--- src/design/ufc_pkg_dummy_guard.sv ---
`timescale 1ns/1ps
`default_nettype none
`default_nettype wire

--- src/design/ufc_pkg.sv ---
`default_nettype none
package ufc_pkg;
  // Storage geometry
  localparam int FIFO_DEPTH = 16;
  localparam int DATA_W     = 8;
  localparam int CNT_W      = $clog2(FIFO_DEPTH) + 1;
  localparam int PTR_W      = $clog2(FIFO_DEPTH);

  // Register offsets on the plain register port
  localparam int ADDR_W = 3;
  localparam logic [ADDR_W-1:0] OFS_SETUP = 3'h0; // fifo_setup
  localparam logic [ADDR_W-1:0] OFS_CAUSE = 3'h1; // interrupt_cause_register
  localparam logic [ADDR_W-1:0] OFS_TXHR  = 3'h2; // tx_holding_reg, write
  localparam logic [ADDR_W-1:0] OFS_RXHR  = 3'h3; // rx_holding_reg, read
  localparam logic [ADDR_W-1:0] OFS_LEVEL = 3'h4; // receive fill level
  localparam logic [ADDR_W-1:0] OFS_ISTS  = 3'h5; // sticky events, W1C
  localparam logic [ADDR_W-1:0] OFS_IMSK  = 3'h6; // event mask

  // fifo_setup field positions
  localparam int SET_EN     = 0;
  localparam int SET_RXRST  = 1;
  localparam int SET_TXRST  = 2;
  localparam int SET_DMA    = 3;
  localparam int SET_TRG_LO = 6;
  localparam int SET_TRG_HI = 7;

  // Sticky event bits
  localparam int EV_RXTRG = 0;
  localparam int EV_TOUT  = 1;
  localparam int EV_TXMT  = 2;
  localparam int EV_OVR   = 3;
  localparam int EV_W     = 4;

  // Interrupt cause codes, bits 3:0
  localparam logic [3:0] CAUSE_NONE = 4'h1;
  localparam logic [3:0] CAUSE_RXDA = 4'h4;
  localparam logic [3:0] CAUSE_TOUT = 4'hC;

  // Reset values
  localparam logic [1:0]      RST_TRG  = 2'h0;
  localparam logic [EV_W-1:0] RST_IMSK = 4'h0;

  // Trigger levels in bytes
  localparam logic [CNT_W-1:0] TRG_1  = 5'h01;
  localparam logic [CNT_W-1:0] TRG_4  = 5'h04;
  localparam logic [CNT_W-1:0] TRG_8  = 5'h08;
  localparam logic [CNT_W-1:0] TRG_14 = 5'h0E;

  // Receive time-out: four character times
  localparam int CLK_PERIOD_NS = 20;
  localparam int CHAR_TIME_NS  = 86800;
  localparam int TOUT_CHARS    = 4;
  localparam int TOUT_CYCLES_DEF =
    (TOUT_CHARS * CHAR_TIME_NS) / CLK_PERIOD_NS;

  // Trigger code to byte count
  function automatic logic [CNT_W-1:0] trig_bytes(input logic [1:0] code);
    case (code)
      2'h0:    trig_bytes = TRG_1;
      2'h1:    trig_bytes = TRG_4;
      2'h2:    trig_bytes = TRG_8;
      default: trig_bytes = TRG_14;
    endcase
  endfunction : trig_bytes
endpackage : ufc_pkg
`default_nettype wire

--- src/design/ufc_fifo_if.sv ---
`timescale 1ns/1ps
`default_nettype none
interface ufc_fifo_if;
  import ufc_pkg::*;
  logic                push;  // Store pdata
  logic [DATA_W-1:0]   pdata; // Byte to store
  logic                pop;   // Drop oldest byte
  logic                flush; // Empty storage and counters
  logic [DATA_W-1:0]   rdata; // Oldest byte
  logic [CNT_W-1:0]    count; // Bytes held

  modport owner (output push, pdata, pop, flush, input rdata, count);
  modport store (input push, pdata, pop, flush, output rdata, count);
endinterface : ufc_fifo_if
`default_nettype wire

--- src/design/ufc_fifo.sv ---
`timescale 1ns/1ps
`default_nettype none
module ufc_fifo
  import ufc_pkg::*;
  (
  input wire logic   core_clk, // System clock
  input wire logic   resetn,   // Synchronous reset, active low
  ufc_fifo_if.store  fif       // Storage port
);
  logic [DATA_W-1:0] mem_q [FIFO_DEPTH];
  logic [PTR_W-1:0]  wptr_q;
  logic [PTR_W-1:0]  rptr_q;
  logic [CNT_W-1:0]  cnt_q;
  wire               do_push;
  wire               do_pop;

  // Guarded strobes
  assign do_push = fif.push && (cnt_q != CNT_W'(FIFO_DEPTH));
  assign do_pop  = fif.pop && (cnt_q != '0);
  assign fif.rdata = mem_q[rptr_q];
  assign fif.count = cnt_q;

  // Pointers and fill count
  always_ff @(posedge core_clk) begin
    if (!resetn || fif.flush) begin
      wptr_q <= '0;
      rptr_q <= '0;
      cnt_q  <= '0;
    end else begin
      if (do_push) wptr_q <= wptr_q + PTR_W'(1);
      if (do_pop)  rptr_q <= rptr_q + PTR_W'(1);
      cnt_q <= cnt_q + CNT_W'(do_push) - CNT_W'(do_pop);
    end
  end

  // Byte storage
  always_ff @(posedge core_clk) begin
    if (do_push) mem_q[wptr_q] <= fif.pdata;
  end
endmodule : ufc_fifo
`default_nettype wire

--- src/design/ufc_top.sv ---
`timescale 1ns/1ps
`default_nettype none
module ufc_top
  import ufc_pkg::*;
  #(
  parameter int TOUT_CYCLES = TOUT_CYCLES_DEF
) (
  input  wire logic              core_clk,         // 50 MHz clock
  input  wire logic              resetn,           // Sync reset, low
  input  wire logic [ADDR_W-1:0] reg_addr,         // Register offset
  input  wire logic [DATA_W-1:0] reg_wdata,        // Write data
  input  wire logic              reg_we,           // Write strobe
  input  wire logic              reg_re,           // Read strobe
  output logic      [DATA_W-1:0] reg_rdata,        // Read data, next cycle
  output logic                   irq,              // Level interrupt
  input  wire logic              tx_take,          // Shifter takes byte
  output logic      [DATA_W-1:0] tx_byte,          // Oldest transmit byte
  output logic                   tx_byte_valid,    // Transmit byte held
  input  wire logic              rx_put,           // Shifter delivers byte
  input  wire logic [DATA_W-1:0] rx_byte,          // Received byte
  output logic                   tx_space_ready_n, // Transmit pin
  output logic                   rx_data_ready_n   // Receive pin
);
  localparam int TW = $clog2(TOUT_CYCLES + 1);

  ufc_fifo_if txf ();
  ufc_fifo_if rxf ();

  ufc_fifo u_tx (
    .core_clk (core_clk),
    .resetn   (resetn),
    .fif      (txf)
  );
  ufc_fifo u_rx (
    .core_clk (core_clk),
    .resetn   (resetn),
    .fif      (rxf)
  );

  logic              en_q;
  logic              dma_q;
  logic [1:0]        trg_q;
  logic [EV_W-1:0]   ists_q;
  logic [EV_W-1:0]   imsk_q;
  logic [DATA_W-1:0] rdata_q;
  logic              txp_q;
  logic              rxp_q;
  logic              lvl_q;
  logic              tout_q;
  logic [TW-1:0]     tcnt_q;
  logic              txp_d;
  logic              rxp_d;

  // Register port decode
  wire wr_setup = reg_we && (reg_addr == OFS_SETUP);
  wire wr_txhr  = reg_we && (reg_addr == OFS_TXHR);
  wire wr_ists  = reg_we && (reg_addr == OFS_ISTS);
  wire wr_imsk  = reg_we && (reg_addr == OFS_IMSK);
  wire rd_rxhr  = reg_re && (reg_addr == OFS_RXHR);
  wire set_on   = reg_wdata[SET_EN];
  wire en_chg   = wr_setup && (set_on != en_q);

  // Capacity: sixteen with stores on, one holding byte with them off
  wire [CNT_W-1:0] cap = en_q ? CNT_W'(FIFO_DEPTH) : CNT_W'(1);
  wire tx_full  = (txf.count == cap);
  wire rx_full  = (rxf.count == cap);
  wire tx_empty = (txf.count == '0);
  wire rx_empty = (rxf.count == '0);

  // Receive trigger decode
  wire [CNT_W-1:0] trg_cnt = trig_bytes(trg_q);
  wire lvl_hit = en_q && (rxf.count >= trg_cnt);
  wire mode1   = en_q && dma_q;

  // Store strobes; flush on reset bits written with bit 0 set and on any enable change
  assign txf.push  = wr_txhr && !tx_full;
  assign txf.pdata = reg_wdata;
  assign txf.pop   = tx_take;
  assign txf.flush = (wr_setup && set_on && reg_wdata[SET_TXRST])
                     || en_chg;
  assign rxf.push  = rx_put && !rx_full;
  assign rxf.pdata = rx_byte;
  assign rxf.pop   = rd_rxhr;
  assign rxf.flush = (wr_setup && set_on && reg_wdata[SET_RXRST])
                     || en_chg;

  // fifo_setup: bit 0 always, others only with bit 0 set
  always_ff @(posedge core_clk) begin
    if (!resetn) begin
      en_q  <= 1'b0;
      dma_q <= 1'b0;
      trg_q <= RST_TRG;
    end else if (wr_setup) begin
      en_q <= set_on;
      if (set_on) begin
        dma_q <= reg_wdata[SET_DMA];
        trg_q <= reg_wdata[SET_TRG_HI:SET_TRG_LO];
      end
    end
  end

  // Time-out counter runs while bytes sit below trigger, idle
  wire t_run  = en_q && !rx_empty && !lvl_hit && !rx_put && !rd_rxhr;
  wire t_done = (tcnt_q == TW'(TOUT_CYCLES - 1));
  always_ff @(posedge core_clk) begin
    if (!resetn || !t_run) begin
      tcnt_q <= '0;
    end else if (!t_done) begin
      tcnt_q <= tcnt_q + TW'(1);
    end
  end
  always_ff @(posedge core_clk) begin
    if (!resetn || rx_empty || rd_rxhr || !en_q) begin
      tout_q <= 1'b0;
    end else if (t_run && t_done) begin
      tout_q <= 1'b1;
    end
  end

  // Pin next values per signalling mode
  always_comb begin
    txp_d = txp_q;
    rxp_d = rxp_q;
    if (!mode1) begin
      txp_d = !tx_empty;
      rxp_d = rx_empty;
    end else begin
      if (tx_full) begin
        txp_d = 1'b1;
      end else if (tx_empty) begin
        txp_d = 1'b0;
      end
      if (rx_empty) begin
        rxp_d = 1'b1;
      end else if (lvl_hit || tout_q) begin
        rxp_d = 1'b0;
      end
    end
  end

  // Registered pins and level history
  always_ff @(posedge core_clk) begin
    if (!resetn) begin
      txp_q <= 1'b0;
      rxp_q <= 1'b1;
      lvl_q <= 1'b0;
    end else begin
      txp_q <= txp_d;
      rxp_q <= rxp_d;
      lvl_q <= lvl_hit;
    end
  end
  assign tx_space_ready_n = txp_q;
  assign rx_data_ready_n  = rxp_q;
  assign tx_byte          = txf.rdata;
  assign tx_byte_valid    = !tx_empty;

  // Events into sticky status; set wins over clear
  wire [EV_W-1:0] ev;
  assign ev[EV_RXTRG] = lvl_hit && !lvl_q;
  assign ev[EV_TOUT]  = t_run && t_done && !tout_q;
  assign ev[EV_TXMT]  = tx_take && (txf.count == CNT_W'(1));
  assign ev[EV_OVR]   = rx_put && rx_full;
  wire [EV_W-1:0] clr = wr_ists ? reg_wdata[EV_W-1:0] : '0;
  always_ff @(posedge core_clk) begin
    if (!resetn) begin
      ists_q <= '0;
      imsk_q <= RST_IMSK;
    end else begin
      ists_q <= (ists_q & ~clr) | ev;
      if (wr_imsk) imsk_q <= reg_wdata[EV_W-1:0];
    end
  end
  assign irq = |(ists_q & imsk_q);

  // Cause code and read mux
  wire [3:0] cause = !en_q    ? CAUSE_NONE :
                     tout_q   ? CAUSE_TOUT :
                     lvl_hit  ? CAUSE_RXDA : CAUSE_NONE;
  logic [DATA_W-1:0] rd_mux;
  always_comb begin
    rd_mux = '0;
    case (reg_addr)
      OFS_SETUP: begin
        rd_mux[SET_EN]                = en_q;
        rd_mux[SET_DMA]               = dma_q;
        rd_mux[SET_TRG_HI:SET_TRG_LO] = trg_q;
      end
      OFS_CAUSE: rd_mux = {{2{en_q}}, 2'h0, cause};
      OFS_RXHR:  rd_mux = rxf.rdata;
      OFS_LEVEL: rd_mux = {3'h0, rxf.count};
      OFS_ISTS:  rd_mux = {4'h0, ists_q};
      OFS_IMSK:  rd_mux = {4'h0, imsk_q};
      default:   rd_mux = '0;
    endcase
  end
  always_ff @(posedge core_clk) begin
    if (!resetn) begin
      rdata_q <= '0;
    end else if (reg_re) begin
      rdata_q <= rd_mux;
    end else begin
      rdata_q <= '0;
    end
  end
  assign reg_rdata = rdata_q;
endmodule : ufc_top
`default_nettype wire

--- config.mk ---
export PLATFORM = sky130hd
export DESIGN_NAME = ufc_top
export DESIGN_NICKNAME = d
export VERILOG_FILES = /design/src/design/ufc_pkg_dummy_guard.sv /design/src/design/ufc_pkg.sv /design/src/design/ufc_fifo_if.sv /design/src/design/ufc_fifo.sv /design/src/design/ufc_top.sv
export SDC_FILE = /design/constraint.sdc
export NUM_CORES = 1
export LEC_CHECK = 0
export BUFFER_PORTS_ARGS = -buffer_cell sky130_fd_sc_hd__buf_2
export CORE_ASPECT_RATIO = 0.8
export CORE_UTILIZATION = 60
export CTS_CLUSTER_DIAMETER = 120
export DETAILED_ROUTE_END_ITERATION = 10
export MAX_ROUTING_LAYER = met4
export PLACE_DENSITY = 0.89
export SYNTH_ARGS = -nofsm -noshare
export SYNTH_HDL_FRONTEND = slang
export SYNTH_SLANG_ARGS = --single-unit
--- constraint.sdc ---
create_clock -name core_clk -period 5.65 [get_ports core_clk]
set_clock_uncertainty 0.15 [all_clocks]
set_input_delay 0.8475 -clock core_clk [delete_from_list [all_inputs] [get_ports core_clk]]
set_output_delay 0.8475 -clock core_clk [all_outputs]
set_load 0.01 [all_outputs]
==> out/metrics.cfg <==
[run_status]
status=complete, no violations

[logic_synthesis]
synth-edff-count=256
synth-main-ff-cell=edfxtp_1
synth_seq_cells=329
synthSimpleGateAreaFrac_pct=8.22
yosys_warnings=0
synth_area_sq_um=13500
synth_top_family_by_area=multiplexers
avgSynthCellArea_sq_um=15.9
synth_compound_gate_area_share_pct=4.13
ys_seq_area_share_pct=67.7
synth-xor-area-share_pct=1.94
yosys.area_share.adder_pct=2.79
syn-num-nets=903
ys_types=60
async_flop_share_pct=0
synth_cells=849
synthMuxAreaShare_pct=12.9

[finish]
postLayoutCellArea_sq_um=15000
fillCellCount=1394
num-nets-final=943
final_core_util_pct=68.6
area_delta_synth_final_pct=10.9
layout-drive-gt1-share_pct=19.4

[setup_path]
regToRegSetupSlack_ps=2550
cpPeakStageDelay_ps=1080
worstRegToRegCells=14
cp.required_ps=4650
r2r-start=u_tx.fif.count[2]
cp_top_family=multiplexers
cp_num_buf_inv=1
crit_cells=3
cp.arrival_ps=2970
slowest_stage=dfxtp_2
crit_top_cell=mux4_2
crit_path_start_kind=flop
path_cells=mux4_2 > mux4_2 > buf_2
cp-end-kind=primary output
worstSetupPathType=flop to primary output
cp_max_fo=32

[timing]
fin_crit_ps=3970
hold_violations=0
timing.final.crit_share_pct=70.3
tightestPinTransition_ps=1130
setup_tns_ps=0
max_freq_mhz=252
rsz0062_at_grt=no
maxSlewViolCount=0
max_slew_margin_pct=24.6
setup-violations-final=0

[routing]
drcViolationCount=0
vias=7699
drt-wirelength-per-cell_microns=23.9
drtIter0Drc=1038
wirelength_mm=29.0
dr.pass1.iters=7
ant_nets=0
viasPerCell=6.35

[cts]
numCtsBuffers=30
post_cts_resized=0
htreeDepth=1
clkSinkCount=329
root_buffer=clkbuf_16
postCtsHoldBufs=0
cts_max_path_buffers=3
cts_tree=yes
clk_pin_slew_ps=70
clk-insertion-delay-late_ps=540
post_cts_buffers=0

[placement]
place_congestion=0.881
place.port_buffers=44
hpwlAfterDp_mm=17.8
placed_area_sq_um=14000

[min_path]
holdCritStartpoint=tcnt_q[9]
worstHoldPathCells=2
worst_hold_path_type=flop to flop

[global_routing]
grt_max_degree=38
track_usage_pct=26.6
grt_antenna_before_repair=1
grt_overflow=0
first_global_vias=7420
grt_pass1_wl_mm=43.7

[die]
pin_count=45
core_sq_um=21900
die_w_microns=170
start_util_pct=61.9
die_y_microns=136
dieArea_sq_um=23100
row_count=48

[run]
drv_cap=0

[pwr]
power_leakage_nw=4.94
powerDensity_nw_per_um2=389
fin_total_pwr_mw=5.83
peakVddDrop_v=0.000267

cell families (layout without fill, tap and decap cells):
| logic type | Yosys count | in the layout |
|---|---|---|
| adder cells (fa/ha/maj) | 29 | 29 |
| other | 0 | 1 |
| multiplexers | 93 | 93 |
| flip-flops | 329 | 329 |
| buffers and inverters | 73 | 136 |
| AO/OA/AOI/OAI | 81 | 81 |
| AND/OR/NAND/NOR | 214 | 214 |
| XOR/XNOR | 30 | 30 |
area by class of cell:
| class | instances | area [sq um] | share of cell area, % |
|---|---|---|---|
| Sequential cell | 329 | 9150 | 61.0 |
| Clock buffer | 35 | 791 | 5.27 |
| Multi-Input combinational cell | 447 | 4070 | 27.1 |
| Inverter | 33 | 124 | 0.826 |
| Clock inverter | 20 | 231 | 1.54 |
| Tap cell | 300 | 375 | 2.50 |
| Timing Repair Buffer | 48 | 250 | 1.67 |
| Antenna cell | 1 | 2.50 | 0.0167 |
metal layers:
metal | up-vias | share of wire, % | track usage (%)
li1 | 3334 | - | -
met1 | 3842 | 40 | 36.6
met2 | 459 | 47 | 41.0
met3 | 64 | 10 | 5.01
met4 | 0 | 2.5 | 7.46
met5 | - | 0 | -
path summary, 6_finish.rpt:
check,end
max,tx_byte[2]
min reg2reg,tcnt_q[9]
max reg2reg,u_tx.fif.count[4]
min,tcnt_q[9]
tightest hold or removal path, cell delays in order (launching register included):
cell     delay, ps
dfxtp_1        320
o21ai_0         80
a21oi_1         60
cells in the mapped netlist (17+ instances only):
cell type | number | area [sq um]
and2_1 | 21 | 131
buf_2 | 17 | 85.1
dfxtp_1 | 73 | 1460
edfxtp_1 | 256 | 7690
ha_1 | 27 | 338
inv_1 | 33 | 124
mux2i_1 | 21 | 210
mux4_2 | 64 | 1440
nand2_1 | 38 | 143
nand3_1 | 18 | 90.1
nor2_1 | 62 | 233
o21ai_0 | 18 | 90.1
xor2_1 | 19 | 166
cells in the final DEF, fill, tap and decap left out, drive strengths merged, types with 12 or more instances in the layout:
master and n:
edfxtp 256, dfxtp 73, mux4 64, nor2 62, buf 48, nand2 38, clkbuf 35, inv 34
ha 27, o21ai 22, mux2i 21, and2 21, xor2 19, nand3 18, nor2b 14, a21oi 14
nor3 12
through the flow:
| step | setup WS [ps] | std cells | hold WS [ps] |
|---|---|---|---|
| floorplan | 2530 | 849 | 303 |
| CTS | 1600 | 1212 | 357 |
| global placement | 2260 | 1157 | 334 |
| global route | 1490 | 1213 | 376 |
| detailed placement | 2250 | 1157 | 345 |
| finish | 1680 | 1213 | 354 |
state kept, by name, summed over array words and instances, names as in the netlist, 4 cells and up, named ones only:
signal / cells
u_rx.mem_q: 128
u_tx.mem_q: 128
tcnt_q: 15
reg_rdata: 8
u_rx.fif.count: 5
u_tx.fif.count: 5
imsk_q: 4
ists_q: 4
u_rx.rptr_q: 4
u_rx.wptr_q: 4
u_tx.rptr_q: 4
u_tx.wptr_q: 4
report_power, final:
| group | total, mW | leakage (nW) | internal (mW) | switching (mW) |
|---|---|---|---|---|
| registers | 2.84 | 2.90 | 2.71 | 0.135 |
| clock network | 2.09 | 0.494 | 1.23 | 0.862 |
| logic | 0.895 | 1.54 | 0.449 | 0.446 |
| total | 5.83 | 4.94 | 4.39 | 1.44 |
Note: power is estimated with default switching activity, not from simulation.
